## src/logic/urm_pkg.sv

```systemverilog
// Shared constants and carrier types for the UART register map slice.
package urm_pkg;
    // Register offsets in the normal map.
    localparam logic [3:0] OFS_HOLD = 4'h0;
    localparam logic [3:0] OFS_IRQMASK = 4'h1;
    localparam logic [3:0] OFS_CAUSE = 4'h2;
    localparam logic [3:0] OFS_FORMAT = 4'h3;
    localparam logic [3:0] OFS_LINESTAT = 4'h5;
    localparam logic [3:0] OFS_PINSTATE = 4'hb;
    localparam logic [3:0] OFS_PINMASK = 4'hc;
    localparam logic [3:0] OFS_RESERVED = 4'hd;
    localparam logic [3:0] OFS_PINCTRL = 4'he;
    localparam logic [3:0] OFS_EXTRA = 4'hf;
    // Offsets of the divisor and enhanced banks.
    localparam logic [3:0] OFS_DIVLO = 4'h0;
    localparam logic [3:0] OFS_DIVHI = 4'h1;
    localparam logic [3:0] OFS_DIVFRAC = 4'h2;
    localparam logic [3:0] OFS_ENHANCED = 4'h2;
    localparam logic [3:0] OFS_RESUME1 = 4'h4;
    localparam logic [3:0] OFS_RESUME2 = 4'h5;
    localparam logic [3:0] OFS_PAUSE1 = 4'h6;
    localparam logic [3:0] OFS_PAUSE2 = 4'h7;
    // Line format value that opens the enhanced bank.
    localparam logic [7:0] FORMAT_ENH_KEY = 8'hbf;
    // Field positions.
    localparam int FORMAT_DIV_BIT = 7;
    localparam int ENH_UNLOCK_BIT = 4;
    localparam int SETUP_FIFO_EN_BIT = 0;
    localparam int SETUP_RX_RST_BIT = 1;
    localparam int SETUP_TX_RST_BIT = 2;
    localparam int MASK_RX_BIT = 0;
    localparam int MASK_TX_BIT = 1;
    localparam int MASK_LINE_BIT = 2;
    localparam int MASK_MODEM_BIT = 3;
    // Masks of bits that only change while the enhanced bank is unlocked.
    localparam logic [7:0] MASK_SHADED = 8'hf0;
    localparam logic [7:0] SETUP_SHADED = 8'h30;
    // Reset values.
    localparam logic [7:0] RESET_BYTE = 8'h00;
    localparam logic [7:0] RESET_DIVLO = 8'h01;
    // Receive storage.
    localparam int FIFO_DEPTH = 64;
    localparam int PTR_W = 6;
    localparam int CNT_W = 7;
    // Receive trigger levels chosen by setup bits 7:6.
    localparam logic [6:0] TRIG_L0 = 7'h08;
    localparam logic [6:0] TRIG_L1 = 7'h10;
    localparam logic [6:0] TRIG_L2 = 7'h38;
    localparam logic [6:0] TRIG_L3 = 7'h3c;
    // Cause codes in bits 5:0, highest priority first.
    localparam logic [5:0] CAUSE_LINE = 6'h06;
    localparam logic [5:0] CAUSE_RXDATA = 6'h04;
    localparam logic [5:0] CAUSE_TXRDY = 6'h02;
    localparam logic [5:0] CAUSE_MODEM = 6'h00;
    localparam logic [5:0] CAUSE_NONE = 6'h01;

    // Pending interrupt sources before masking.
    typedef struct packed {
        logic line;
        logic rxData;
        logic txRdy;
        logic modem;
    } urm_irq_src_type;

    // Baud generator settings handed to the rate logic.
    typedef struct packed {
        logic [7:0] low;
        logic [7:0] high;
        logic [7:0] fraction;
    } urm_divisor_type;

    // Flow-control characters.
    typedef struct packed {
        logic [7:0] resume1;
        logic [7:0] resume2;
        logic [7:0] pause1;
        logic [7:0] pause2;
    } urm_flow_chars_type;
endpackage : urm_pkg

```

## src/logic/urm_rx_mem.sv

```systemverilog
// Receive character storage with a registered read port.
`timescale 1ns/1ns
`default_nettype none
module urm_rx_mem
    import urm_pkg::*;
(
    // Clock and reset.
    input wire logic mclk,
    input wire logic rstn,
    // Write side.
    input wire logic wrEn,
    input wire logic [PTR_W-1:0] wrAddr,
    input wire logic [7:0] wrData,
    // Read side; data shows the slot named by rdAddr one edge later.
    input wire logic [PTR_W-1:0] rdAddr,
    output logic [7:0] rdData
);
    // All storage of this module.
    typedef struct packed {
        logic [FIFO_DEPTH-1:0][7:0] mem;
        logic [7:0] rdData;
    } urm_mem_state_type;

    urm_mem_state_type state_reg;
    urm_mem_state_type state_next;

    // Write a slot and fetch the slot to read, passing a same-edge write straight through.
    always_comb begin
        state_next = state_reg;
        if (wrEn) begin
            state_next.mem[wrAddr] = wrData;
        end
        state_next.rdData = state_next.mem[rdAddr];
    end

    // Register the whole state.
    always_ff @(posedge mclk or negedge rstn) begin
        if (!rstn) begin
            state_reg <= '0;
        end else begin
            state_reg <= state_next;
        end
    end

    assign rdData = state_reg.rdData;
endmodule : urm_rx_mem
`default_nettype wire

```

## src/logic/urm_irq_prio.sv

```systemverilog
// Masks interrupt sources and encodes the highest pending one.
`timescale 1ns/1ns
`default_nettype none
module urm_irq_prio
    import urm_pkg::*;
(
    // Sources and the mask bits that gate them.
    input wire urm_irq_src_type src,
    input wire logic [3:0] mask,
    // Encoded cause and the combined request.
    output logic [5:0] cause,
    output logic pending
);
    // Gate each source with its mask bit.
    urm_irq_src_type gated;

    always_comb begin
        gated.line = src.line & mask[MASK_LINE_BIT];
        gated.rxData = src.rxData & mask[MASK_RX_BIT];
        gated.txRdy = src.txRdy & mask[MASK_TX_BIT];
        gated.modem = src.modem & mask[MASK_MODEM_BIT];
    end

    // Highest priority wins; lower ones wait until it is serviced.
    always_comb begin
        if (gated.line) begin
            cause = CAUSE_LINE;
        end else if (gated.rxData) begin
            cause = CAUSE_RXDATA;
        end else if (gated.txRdy) begin
            cause = CAUSE_TXRDY;
        end else if (gated.modem) begin
            cause = CAUSE_MODEM;
        end else begin
            cause = CAUSE_NONE;
        end
        pending = |gated;
    end
endmodule : urm_irq_prio
`default_nettype wire

```

## src/logic/urm_regs.sv

```systemverilog
// Register map of the serial-attached UART with receive buffer and interrupt cause.
`timescale 1ns/1ns
`default_nettype none
// Functional notes
// Mask register gates the four interrupt sources.
// Enabled interrupts are reported in cause register.
// FIFO mode raises receive interrupt at trigger.
// Trigger reached shows in cause bits 2,3; the code sets only bit 2 (cause code 04).
// Below trigger clears interrupt and cause together.
// Data ready sets when character enters buffer.
// Data ready clears when buffer becomes empty.
// Shaded bits change only while unlock bit set.
// Receive holding register is read-only, oldest first.
// Transmit holding register is write-only, sends character.
// Cause read returns highest pending, others queued.
// Cause bit 0 reads one when idle.
// Line format selects divisor and enhanced banks.
// Reserved offset reads zero, ignores writes.
module urm_regs
    import urm_pkg::*;
(
    // Clock and reset.
    input wire logic mclk,
    input wire logic rstn,
    // Register port from the serial slave interface.
    input wire logic [3:0] regAddr,
    input wire logic regWr,
    input wire logic regRd,
    input wire logic [7:0] regWdata,
    output logic [7:0] regRdata,
    output logic regRdValid,
    // Receiver side: characters leaving the receive shift register.
    input wire logic rxCharValid,
    input wire logic [7:0] rxChar,
    // Transmitter side.
    output logic txCharValid,
    output logic [7:0] txChar,
    output logic txFifoReset,
    input wire logic txHoldEmpty,
    input wire logic txAllEmpty,
    // Modem status change from the modem block.
    input wire logic modemChange,
    // Settings for the surrounding logic.
    output urm_divisor_type divisor,
    output urm_flow_chars_type flowChars,
    output logic [7:0] enhancedCtrl,
    output logic [7:0] lineFormat,
    output logic [7:0] extraCtrl,
    output logic [7:0] pinState,
    output logic [7:0] pinMask,
    output logic [7:0] pinCtrl,
    // Interrupt pin toward the host.
    output logic irqN
);
    // All state of the block.
    typedef struct packed {
        logic [7:0] divLo;
        logic [7:0] divHi;
        logic [7:0] divFrac;
        logic [7:0] enh;
        logic [7:0] resume1;
        logic [7:0] resume2;
        logic [7:0] pause1;
        logic [7:0] pause2;
        logic [7:0] pinState;
        logic [7:0] pinMask;
        logic [7:0] pinCtrl;
        logic [7:0] extra;
        logic [7:0] format;
        logic [7:0] irqMask;
        logic [7:0] setup;
        logic overrun;
        logic txPend;
        logic txEmptyLast;
        logic [PTR_W-1:0] wrPtr;
        logic [PTR_W-1:0] rdPtr;
        logic [CNT_W-1:0] count;
        logic [7:0] rdata;
        logic rdValid;
        logic txValid;
        logic [7:0] txChar;
        logic txRst;
        logic irqN;
    } urm_state_type;

    urm_state_type state_reg;
    urm_state_type state_next;

    // Merge a write into a register, keeping shaded bits unless unlocked.
    function automatic logic [7:0] shadedWrite(input logic [7:0] old, input logic [7:0] wr,
                                               input logic [7:0] shaded, input logic unlock);
        shadedWrite = unlock ? wr : ((wr & ~shaded) | (old & shaded));
    endfunction : shadedWrite

    // Trigger level picked by setup bits 7:6.
    function automatic logic [CNT_W-1:0] trigLevel(input logic [1:0] sel);
        case (sel)
            2'h0: trigLevel = TRIG_L0;
            2'h1: trigLevel = TRIG_L1;
            2'h2: trigLevel = TRIG_L2;
            default: trigLevel = TRIG_L3;
        endcase
    endfunction : trigLevel

    // Decode helpers for the three register banks, the receive buffer and interrupts.
    logic bankEnh;
    logic bankDiv;
    logic unlock;
    logic fifoOn;
    logic [CNT_W-1:0] capacity;
    logic full;
    logic empty;
    logic pushReq;
    logic popReq;
    logic [7:0] memRdata;
    logic [7:0] lineStatus;
    logic [5:0] cause;
    logic irqPending;
    urm_irq_src_type src;

    assign bankEnh = (state_reg.format == FORMAT_ENH_KEY);
    assign bankDiv = state_reg.format[FORMAT_DIV_BIT] && !bankEnh;
    assign unlock = state_reg.enh[ENH_UNLOCK_BIT];
    assign fifoOn = state_reg.setup[SETUP_FIFO_EN_BIT];
    // Without the FIFO the receive path holds one character.
    assign capacity = fifoOn ? CNT_W'(FIFO_DEPTH) : CNT_W'(1);
    assign full = (state_reg.count >= capacity);
    assign empty = (state_reg.count == '0);
    assign pushReq = rxCharValid && !full;
    // Reading the receive holding register takes the oldest character.
    assign popReq = regRd && !bankEnh && !bankDiv && (regAddr == OFS_HOLD) && !empty;

    // Line status: data ready follows buffer occupancy.
    always_comb begin
        lineStatus = RESET_BYTE;
        lineStatus[0] = !empty;
        lineStatus[1] = state_reg.overrun;
        lineStatus[5] = txHoldEmpty;
        lineStatus[6] = txAllEmpty;
    end

    // Interrupt sources before masking.
    always_comb begin
        src.line = state_reg.overrun;
        // FIFO mode compares against the trigger; otherwise any held character.
        src.rxData = fifoOn ? (state_reg.count >= trigLevel(state_reg.setup[7:6])) : !empty;
        src.txRdy = state_reg.txPend;
        src.modem = modemChange;
    end

    // Mask and priority encoding.
    urm_irq_prio uPrio (
        .src(src),
        .mask(state_reg.irqMask[3:0]),
        .cause(cause),
        .pending(irqPending)
    );

    // Receive character storage.
    urm_rx_mem uMem (
        .mclk(mclk),
        .rstn(rstn),
        .wrEn(pushReq),
        .wrAddr(state_reg.wrPtr),
        .wrData(rxChar),
        .rdAddr(state_next.rdPtr),
        .rdData(memRdata)
    );

    // Next-state logic for registers, buffer pointers and read data.
    always_comb begin
        state_next = state_reg;
        state_next.rdValid = regRd;
        state_next.txValid = 1'b0;
        state_next.txRst = 1'b0;
        state_next.rdata = RESET_BYTE;
        state_next.irqN = !irqPending;
        state_next.txEmptyLast = txHoldEmpty;
        // Buffer bookkeeping.
        if (pushReq) begin
            state_next.wrPtr = state_reg.wrPtr + PTR_W'(1);
        end
        if (popReq) begin
            state_next.rdPtr = state_reg.rdPtr + PTR_W'(1);
        end
        state_next.count = state_reg.count + CNT_W'(pushReq) - CNT_W'(popReq);
        // Register reads.
        if (regRd) begin
            if (bankEnh) begin
                case (regAddr)
                    OFS_DIVLO: state_next.rdata = state_reg.divLo;
                    OFS_DIVHI: state_next.rdata = state_reg.divHi;
                    OFS_ENHANCED: state_next.rdata = state_reg.enh;
                    OFS_FORMAT: state_next.rdata = state_reg.format;
                    OFS_RESUME1: state_next.rdata = state_reg.resume1;
                    OFS_RESUME2: state_next.rdata = state_reg.resume2;
                    OFS_PAUSE1: state_next.rdata = state_reg.pause1;
                    OFS_PAUSE2: state_next.rdata = state_reg.pause2;
                    default: state_next.rdata = RESET_BYTE;
                endcase
            end else if (bankDiv && regAddr <= OFS_DIVFRAC) begin
                case (regAddr)
                    OFS_DIVLO: state_next.rdata = state_reg.divLo;
                    OFS_DIVHI: state_next.rdata = state_reg.divHi;
                    default: state_next.rdata = state_reg.divFrac;
                endcase
            end else begin
                case (regAddr)
                    OFS_HOLD: state_next.rdata = empty ? RESET_BYTE : memRdata;
                    OFS_IRQMASK: state_next.rdata = state_reg.irqMask;
                    OFS_CAUSE: begin
                        // Highest pending source; bit 0 high when idle.
                        state_next.rdata = {{2{fifoOn}}, cause};
                        if (cause == CAUSE_TXRDY) begin
                            state_next.txPend = 1'b0;
                        end
                    end
                    OFS_FORMAT: state_next.rdata = state_reg.format;
                    OFS_LINESTAT: begin
                        state_next.rdata = lineStatus;
                        state_next.overrun = 1'b0;
                    end
                    OFS_PINSTATE: state_next.rdata = state_reg.pinState;
                    OFS_PINMASK: state_next.rdata = state_reg.pinMask;
                    OFS_RESERVED: state_next.rdata = RESET_BYTE;
                    OFS_PINCTRL: state_next.rdata = state_reg.pinCtrl;
                    OFS_EXTRA: state_next.rdata = state_reg.extra;
                    default: state_next.rdata = RESET_BYTE;
                endcase
            end
        end
        // Register writes.
        if (regWr) begin
            if (regAddr == OFS_FORMAT) begin
                state_next.format = regWdata;
            end else if (bankEnh) begin
                case (regAddr)
                    OFS_DIVLO: state_next.divLo = regWdata;
                    OFS_DIVHI: state_next.divHi = regWdata;
                    OFS_ENHANCED: state_next.enh = regWdata;
                    OFS_RESUME1: state_next.resume1 = regWdata;
                    OFS_RESUME2: state_next.resume2 = regWdata;
                    OFS_PAUSE1: state_next.pause1 = regWdata;
                    OFS_PAUSE2: state_next.pause2 = regWdata;
                    default: state_next.format = state_reg.format;
                endcase
            end else if (bankDiv && regAddr <= OFS_DIVFRAC) begin
                case (regAddr)
                    OFS_DIVLO: state_next.divLo = regWdata;
                    OFS_DIVHI: state_next.divHi = regWdata;
                    default: begin
                        // Fractional divisor and sampling mode are fully shaded.
                        if (unlock) begin
                            state_next.divFrac = regWdata;
                        end
                    end
                endcase
            end else begin
                case (regAddr)
                    OFS_HOLD: begin
                        // Hand a character to the transmitter.
                        state_next.txValid = 1'b1;
                        state_next.txChar = regWdata;
                        state_next.txPend = 1'b0;
                    end
                    OFS_IRQMASK: begin
                        state_next.irqMask = shadedWrite(state_reg.irqMask, regWdata,
                                                         MASK_SHADED, unlock);
                        // Enabling transmit ready while empty raises it at once.
                        if (regWdata[MASK_TX_BIT] && !state_reg.irqMask[MASK_TX_BIT]
                            && txHoldEmpty) begin
                            state_next.txPend = 1'b1;
                        end
                    end
                    OFS_CAUSE: begin
                        state_next.setup = shadedWrite(state_reg.setup, regWdata,
                                                       SETUP_SHADED, unlock);
                        state_next.setup[SETUP_RX_RST_BIT] = 1'b0;
                        state_next.setup[SETUP_TX_RST_BIT] = 1'b0;
                        state_next.txRst = regWdata[SETUP_TX_RST_BIT];
                        // Flushing the receive buffer drops a same-edge arrival too.
                        if (regWdata[SETUP_RX_RST_BIT]) begin
                            state_next.wrPtr = '0;
                            state_next.rdPtr = '0;
                            state_next.count = '0;
                        end
                    end
                    OFS_PINSTATE: state_next.pinState = regWdata;
                    OFS_PINMASK: state_next.pinMask = regWdata;
                    OFS_PINCTRL: state_next.pinCtrl = regWdata;
                    OFS_EXTRA: state_next.extra = regWdata;
                    default: state_next.format = state_reg.format;
                endcase
            end
        end
        // Transmit ready raises on hold register emptying; this beats the clears above.
        if (txHoldEmpty && !state_reg.txEmptyLast) begin
            state_next.txPend = 1'b1;
        end
        // A character arriving to a full buffer is lost; this beats the read clear.
        if (rxCharValid && full) begin
            state_next.overrun = 1'b1;
        end
    end

    // Register the whole state.
    always_ff @(posedge mclk or negedge rstn) begin
        if (!rstn) begin
            state_reg <= '0;
            state_reg.divLo <= RESET_DIVLO;
            state_reg.irqN <= 1'b1;
        end else begin
            state_reg <= state_next;
        end
    end

    // Outputs straight from state.
    assign regRdata = state_reg.rdata;
    assign regRdValid = state_reg.rdValid;
    assign txCharValid = state_reg.txValid;
    assign txChar = state_reg.txChar;
    assign txFifoReset = state_reg.txRst;
    assign divisor = '{low: state_reg.divLo, high: state_reg.divHi, fraction: state_reg.divFrac};
    assign flowChars = '{resume1: state_reg.resume1, resume2: state_reg.resume2,
                         pause1: state_reg.pause1, pause2: state_reg.pause2};
    assign enhancedCtrl = state_reg.enh;
    assign lineFormat = state_reg.format;
    assign extraCtrl = state_reg.extra;
    assign pinState = state_reg.pinState;
    assign pinMask = state_reg.pinMask;
    assign pinCtrl = state_reg.pinCtrl;
    assign irqN = state_reg.irqN;
endmodule : urm_regs
`default_nettype wire

```

## config.mk

```make
export PLATFORM = sky130hd
export DESIGN_NAME = urm_regs
export DESIGN_NICKNAME = d
export VERILOG_FILES = /design/src/logic/urm_pkg.sv /design/src/logic/urm_rx_mem.sv /design/src/logic/urm_irq_prio.sv /design/src/logic/urm_regs.sv
export SDC_FILE = /design/constraint.sdc
export NUM_CORES = 1
export LEC_CHECK = 0
export BUFFER_PORTS_ARGS = -buffer_cell sky130_fd_sc_hd__buf_4
export CORE_ASPECT_RATIO = 0.7
export CORE_MARGIN = 2
export CORE_UTILIZATION = 40
export DETAILED_ROUTE_END_ITERATION = 7
export PLACE_DENSITY_LB_ADDON = 0.05
export SYNTH_ARGS = -nofsm -noshare
export SYNTH_HDL_FRONTEND = slang
export SYNTH_HIERARCHICAL = 1
export SYNTH_SLANG_ARGS = --single-unit
```

## constraint.sdc

```tcl
create_clock -name mclk -period 5.1 [get_ports mclk]
set_input_delay 0.51 -clock mclk [delete_from_list [all_inputs] [get_ports mclk]]
set_output_delay 0.51 -clock mclk [all_outputs]
set_load 0.02 [all_outputs]
```

==> key figures, run 1 <==
Timing
  • Final hold vios: 0
  • Slew headroom: between 20 and 25%
  • Slew Viols, Final: 0
  • Worst slew pin tran: 1.16 ns
  • Fmax: between 150 and 200 MHz
  • Skew final: 0.0205 ns
  • Hold slack final: 0.110 ns
  • Setup ws final: 0.0584 ns
  • Period utilization: between 90% and 100%
  • Final setup vio count: 0
  • Min Tclk post-route: between 5 and 6 ns
  • RSZ-0062 raised after global routing: yes

Die
  • Die width: 359 microns
  • Die area: about 0.09 sq mm
  • Core Area: 0.0877 sq mm
  • I/O Pins: 152
  • Die H: 252 microns
  • Site Rows: 91
  • Starting Density: 40.2%

Finish
  • Largest register FFs: 512
  • Fin nets: 3096
  • P&R area growth vs syn: 12.3%
  • Share of layout cells above drive strength 1: 36.0%
  • FILL cells: between 8000 and 9000
  • Reg area: 0.0169 sq mm
  • Multi-input combinational cell area: about 0.016 sq mm
  • Fin cells: about 4300
  • Final core occ: 45.1%

Critical path
  • Top delay family on crit path: compound AO/OA/AOI/OAI gates
  • WP buf/inv: 4
  • Reg2Reg Depth: 15
  • Crit path largest cell delay: 0.86 ns
  • WS Path Type: flop to flop
  • CP endpoint kind: flop
  • Worst Path Arrival: between 5 and 6 ns
  • Worst Path Required: 5.65 ns
  • Critical path launch point type: flop
  • Crit Reg-Reg Endpoint: uMem/rdData[4]
  • CP cell instances: inv_1 -> ha_1 -> and4b_1 -> o41ai_1 -> nand2_1 -> inv_1 -> buf_4 -> nor4bb_2 -> buf_4 -> a21oi_1 -> a221oi_1 -> a2111oi_0 -> a41oi_1 -> nand4bb_1 -> and4b_1
  • Slowest CP cell: a221oi_1
  • R2R setup slack: 0.06 ns
  • Crit Path Max Fanout: 40
  • R2R Path Start: state_reg[20]

Logic synthesis
  • Post-Syn Area per Cell: 11.6 sq um
  • Synth top cells by count: 675 x dfrtp_1, 637 x mux2_2, 146 x clkbuf_1
  • Post-synth design cell area: 0.0352 sq mm
  • Top cells by area in the synthesized netlist: dfrtp_1 48%, mux2_2 20%, buf_4 3.0%, o221ai_1 2.8%, clkbuf_1 1.6%
  • FF+latch count, synth: 677
  • Post-synth top area share: 48.0%
  • Post-synthesis cell count: just over 3000
  • Most frequent cell after synthesis: dfrtp_1
  • Post-synth top area cell: dfrtp_1
  • Seq/Total Area, Yosys: about half
  • Synth async-reset ratio: 100%
  • Yosys warns: 6
  • Main synth FF type: dfrtp_1
  • Synth cell types: 102
  • Post-synth EDFFs: 0

Routing
  • Vias: 27100
  • Detailed Routing Iterations Pass 1: 7
  • Drt initial violations: approximately 3100
  • Wire length per cell: approximately 31 microns
  • DRC: 0
  • Antenna Nets Post-Route: 0
  • WL final: 134000 microns
  • Vias per cell: ~6.3

Hold path
  • Hold crit path type: input pin to flop
  • Endpoint, Worst Hold: regRdValid
  • Hold path start: regRd
  • WHS Path Cells: 1

Power and ir drop
  • Switch Pwr: 7410 uW
  • Comb power frac: 33.6%
  • Sequential share of power: approximately 38%
  • Leakage: 0.0178 uW
  • Cell internal pwr: 11900 uW
  • Clk pwr share: approximately 29%
  • Switch share: 38.4%
  • Peak supply drop: 0.257 mV
  • PD cells: between 400 and 500 mW/mm^2

Global route
  • Vias in the first global route: 26400
  • Largest net degree at the start of global routing: 145
  • Initial antenna violation count: 8
  • First-pass GRT wire length: 194000 microns
  • Grt total ovfl: 0
  • All-Layer GR Usage: 29.2%

CTS
  • Post-CTS Setup Bufs: 0
  • TritonCTS clock tree: done
  • Clk slew on worst S/H paths: 0.07 ns
  • # clock sinks: ~680
  • Clock Path Buffers: 3
  • CTS Buf Count: 74
  • CTS root buf: clkbuf_16
  • Clock Latency Late Sink: 0.67 ns
  • # H-tree levels: 3

Place
  • Worst slack at placement: -0.563 ns
  • # port buffers: 151
  • RD Place Congestion: 0.984
  • DP Cell Count: 4130
  • Post-detail-place hpwl: 94700 microns

Flow run
  • # Max-Cap Violations: 0

Status
  • Status: complete, no violations
## through the flow
| stage | total power (uW) | instance area [sq um] | setup TNS (ns) |
|---|---|---|---|
| global placement | 13500 | 36900 | -2.50 |
| global route | 20100 | 39500 | -0.253 |
| finish | 19300 | 39600 | 0 |
| floorplan | 11000 | 35200 | 0 |
| CTS | 19200 | 39400 | 0 |
| detailed placement | 13500 | 36900 | -2.49 |
## what timing repair did
item | CTS | global route
pin swaps | 0 | 1
endpoints found under the hold margin | 88 | 0
gates resized for setup | 2 | 16
cloned | 0 | 1
hold buffers | 2 | 0
endpoints found under the setup margin | 1 | 6
## power by group through the flow
stage | logic (uW) | clock network [uW] | registers, uW
2_1_floorplan | 4220 | 0 | 6790
3_3_place_gp | 6160 | 0 | 7300
3_5_place_dp | 6210 | 0 | 7290
4_1_cts | 6250 | 5700 | 7210
5_1_grt | 6870 | 5920 | 7350
6_report | 6490 | 5560 | 7260
## metal layers
| layer | global-route usage [%] | wire, microns | up-vias | share of wire, % |
|---|---|---|---|---|
| met5 | 0 | 11 | - | 0.0082 |
| met4 | 5.33 | 2290 | 2 | 1.7 |
| met3 | 7.76 | 12200 | 151 | 9.1 |
| met2 | 37.0 | 51500 | 1143 | 38 |
| met1 | 48.3 | 67900 | 14300 | 51 |
| li1 | - | - | 11500 | - |
## layout make-up
cell class / instances / area share (%)
Antenna cell: 3 / 0.0190
Clock buffer: 112 / 5.60
Clock inverter: 23 / 0.655
Inverter: 27 / 0.256
Multi-Input combinational cell: 1987 / 41.5
Sequential cell: 677 / 42.8
Tap cell: 1162 / 3.68
Timing Repair Buffer: 280 / 5.47
## worst max path at each step
stage / slack (ns) / start / cells past startpoint / end
floorplan: 1.57 / regAddr[0] / 16 / uMem/rdData[0]
finish: 0.06 / state_reg[20] / 15 / uMem/rdData[4]
global route: -0.11 / fifoOn / 15 / uMem/rdData[2]
CTS: 0.08 / state_reg[20] / 15 / uMem/rdData[2]
detailed placement: -0.56 / regAddr[2] / 13 / uMem/rdData[3]
global placement: -0.59 / regAddr[2] / 13 / uMem/rdData[3]
## cells in the final DEF, fill, tap and decap left out, drive strengths merged, types with 18 or more instances in the layout
| cell | netlist | layout |
|---|---|---|
| a21oi | 85 | 85 |
| a221oi | 51 | 51 |
| a22oi | 19 | 19 |
| a31oi | 70 | 70 |
| and4b | 18 | 18 |
| buf | 211 | 278 |
| clkbuf | 146 | 112 |
| dfrtp | 675 | 675 |
| ha | 20 | 20 |
| inv | 26 | 28 |
| mux2 | 638 | 638 |
| mux2i | 26 | 26 |
| nand2 | 122 | 122 |
| nand3 | 41 | 41 |
| nand4 | 27 | 27 |
| nor2 | 150 | 150 |
| nor2b | 21 | 21 |
| nor3 | 44 | 44 |
| o211ai | 34 | 34 |
| o21ai | 138 | 138 |
| o221ai | 114 | 114 |
| o22ai | 72 | 72 |
## cell families after synthesis
family / Yosys count / share of synthesized area (%)
fa+ha+maj: 21 / 0.767
buf+inv: 384 / 5.85
flops: 677 / 48.1
compound gates: 738 / 15.0
xor+xnor: 16 / 0.419
other cells: 1 / 0.0106
mux: 664 / 21.1
simple gates: 544 / 8.68
Power figures use the tool's default switching activity.
==> run 2, diff against run 1 <==
CTS_BUF_LIST = sky130_fd_sc_hd__clkbuf_4 sky130_fd_sc_hd__clkbuf_8 sky130_fd_sc_hd__clkbuf_16   (was not set)
==> run 2 against run 1 <==
  * First-iteration DRC count up 7.7%
  * Register-to-register slack worse by 0.02 ns
  * Via count up 0.70%
  * Sequential cell count unchanged
==> key figures, run 2 (synthesized netlist as in run 1, its figures left out) <==
CTS
  • Clk slew on worst S/H paths: roughly 0.070 ns
  • # clock sinks: 677
  • CTS Buf Count: 74
  • Clock Latency Late Sink: 0.67 ns
  • CTS root buf: clkbuf_16
  • TritonCTS clock tree: done
  • Clock Path Buffers: 3
  • # H-tree levels: 3

Critical path
  • WP buf/inv: 1
  • Slowest CP cell: xnor2_4
  • Worst Path Arrival: 5.61 ns
  • WS Path Type: flop to flop
  • Crit path largest cell delay: 0.89 ns
  • CP cell instances: inv_1 -> ha_1 -> nand3b_1 -> o311a_1 -> xnor2_1 -> nor2_4 -> xnor2_4 -> nand4_1 -> o21ai_0 -> a21oi_1 -> o21ai_0 -> o2111ai_1 -> and4b_1
  • Stages on worst setup path: 13
  • Crit Reg-Reg Endpoint: uMem/rdData[3]
  • Worst setup path endpoint: uMem/rdData[3]
  • Critical path launch point type: flop
  • R2R Path Start: state_reg[24]
  • Crit path launch: state_reg[24]
  • Crit Path Max Fanout: 33
  • CP endpoint kind: flop
  • Worst Path Required: 5.65 ns
  • Top delay family on crit path: compound AO/OA/AOI/OAI gates
  • R2R setup slack: between 0.04 and 0.05 ns
  • Reg2Reg Depth: 13
  • Cell repeated most along the worst path: o21ai_0

Place
  • RD Place Congestion: 0.984
  • # port buffers: between 150 and 200
  • Post-detail-place hpwl: 94700 microns
  • DP Cell Count: 4130

Finish
  • Most frequent cells in the layout: 674 x dfrtp_1, 637 x mux2_2, 273 x buf_4
  • Largest register FFs: roughly 510
  • Fin nets: roughly 3100
  • Commonest non-fill, non-tap cell in the layout: dfrtp_1
  • Multi-input combinational cell area: between 0.015 and 0.02 sq mm
  • Reg area: 0.0169 sq mm
  • FILL cells: 8141
  • P&R area growth vs syn: 12.4%
  • Fin cells: around 4300
  • Final core occ: 45.2%
  • Share of layout cells above drive strength 1: 36.4%

Timing
  • Slew headroom: ~23%
  • Final setup vio count: 0
  • Hold slack final: 0.109 ns
  • Worst slew pin tran: ~1.2 ns
  • Setup_tns: 0 ns
  • Skew final: roughly 0.022 ns
  • Fmax: 198 MHz
  • Final hold vios: 0
  • Min Tclk post-route: 5.06 ns
  • Slew Viols, Final: 0
  • Period utilization: 99.2%
  • RSZ-0062 raised after global routing: yes

Status
  • Status: complete, no violations

Die
  • Die H: about 250 microns
  • Core Area: ~0.09 sq mm
  • Site Rows: 91
  • Starting Density: about 40%
  • I/O Pins: 152
  • Die width: 359 microns
  • Die area: 0.0905 sq mm

Power and ir drop
  • Peak supply drop: around 0.26 mV
  • Pwr Total: between 15000 and 20000 uW
  • PD cells: ~500 mW/mm^2
  • Leakage: 0.0178 uW

Global route
  • All-Layer GR Usage: 29.2%
  • Vias in the first global route: 26400
  • Grt total ovfl: 0
  • First-pass GRT wire length: 193000 microns
  • Largest net degree at the start of global routing: 145
  • Initial antenna violation count: 7

Hold path
  • WHS Path Cells: 1
  • Hold crit path type: input pin to flop

Flow run
  • # Max-Cap Violations: 0

Routing
  • Detailed Routing Iterations Pass 1: 8
  • Antenna Nets Post-Route: 0
  • DRC: 0
  • Drt initial violations: 3366
  • WL final: 134000 microns
  • Vias: 27300
  • Vias per cell: 6.39
  • Wire length per cell: roughly 31 microns
[run 2: layout make-up]
class / instances / share of cell area (%)
diodes: 5 / 0.0316
clock buffers: 112 / 5.77
clock inverters: 23 / 0.654
inverters: 27 / 0.256
multi-input cells: 1986 / 41.3
flip-flops and latches: 677 / 42.8
well taps: 1162 / 3.67
repair buffers: 280 / 5.47
[run 2: worst min path at each step]
stage	from	endpoint	slack (ns)
after detailed placement	uMem/state_reg[307]	uMem/state_reg[307]	0.48
final	regRd	regRdValid	0.11
after CTS	regRd	regRdValid	0.05
after floorplan	rstn	divisor[0]	0.21
after global routing	regRd	regRdValid	0.06
after global placement	uMem/state_reg[311]	uMem/state_reg[311]	0.47
[run 2: power breakdown]
group | leakage [uW] | internal, uW | switching [uW]
sequential | 0.00915 | 6310 | 950
clock | 0.00129 | 3310 | 2340
combinational | 0.00739 | 2360 | 4070
[run 2: timing repair]
action                                 in CTS  in global routing
endpoints found under the hold margin      88                  0
gates resized for setup                     2                 11
setup endpoints to repair                   1                  6
setup buffers                               0                  0
hold buffers                                2                  0
cloned                                      0                  0
[run 2: per-layer routing]
layer | routed length, microns | GRT usage (%) | share of wire, %
met1 | 68000 | 48.4 | 51
met2 | 51400 | 37.1 | 38
met3 | 12000 | 7.50 | 9.0
met4 | 2360 | 5.32 | 1.8
met5 | 0 | 0 | 0
[run 2: through the flow]
step	setup slack [ns]	area, sq um
floorplan	1.57	35200
global placement	-0.595	36900
detailed placement	-0.563	36900
CTS	0.0836	39500
global route	-0.113	39600
finish	0.0415	39600
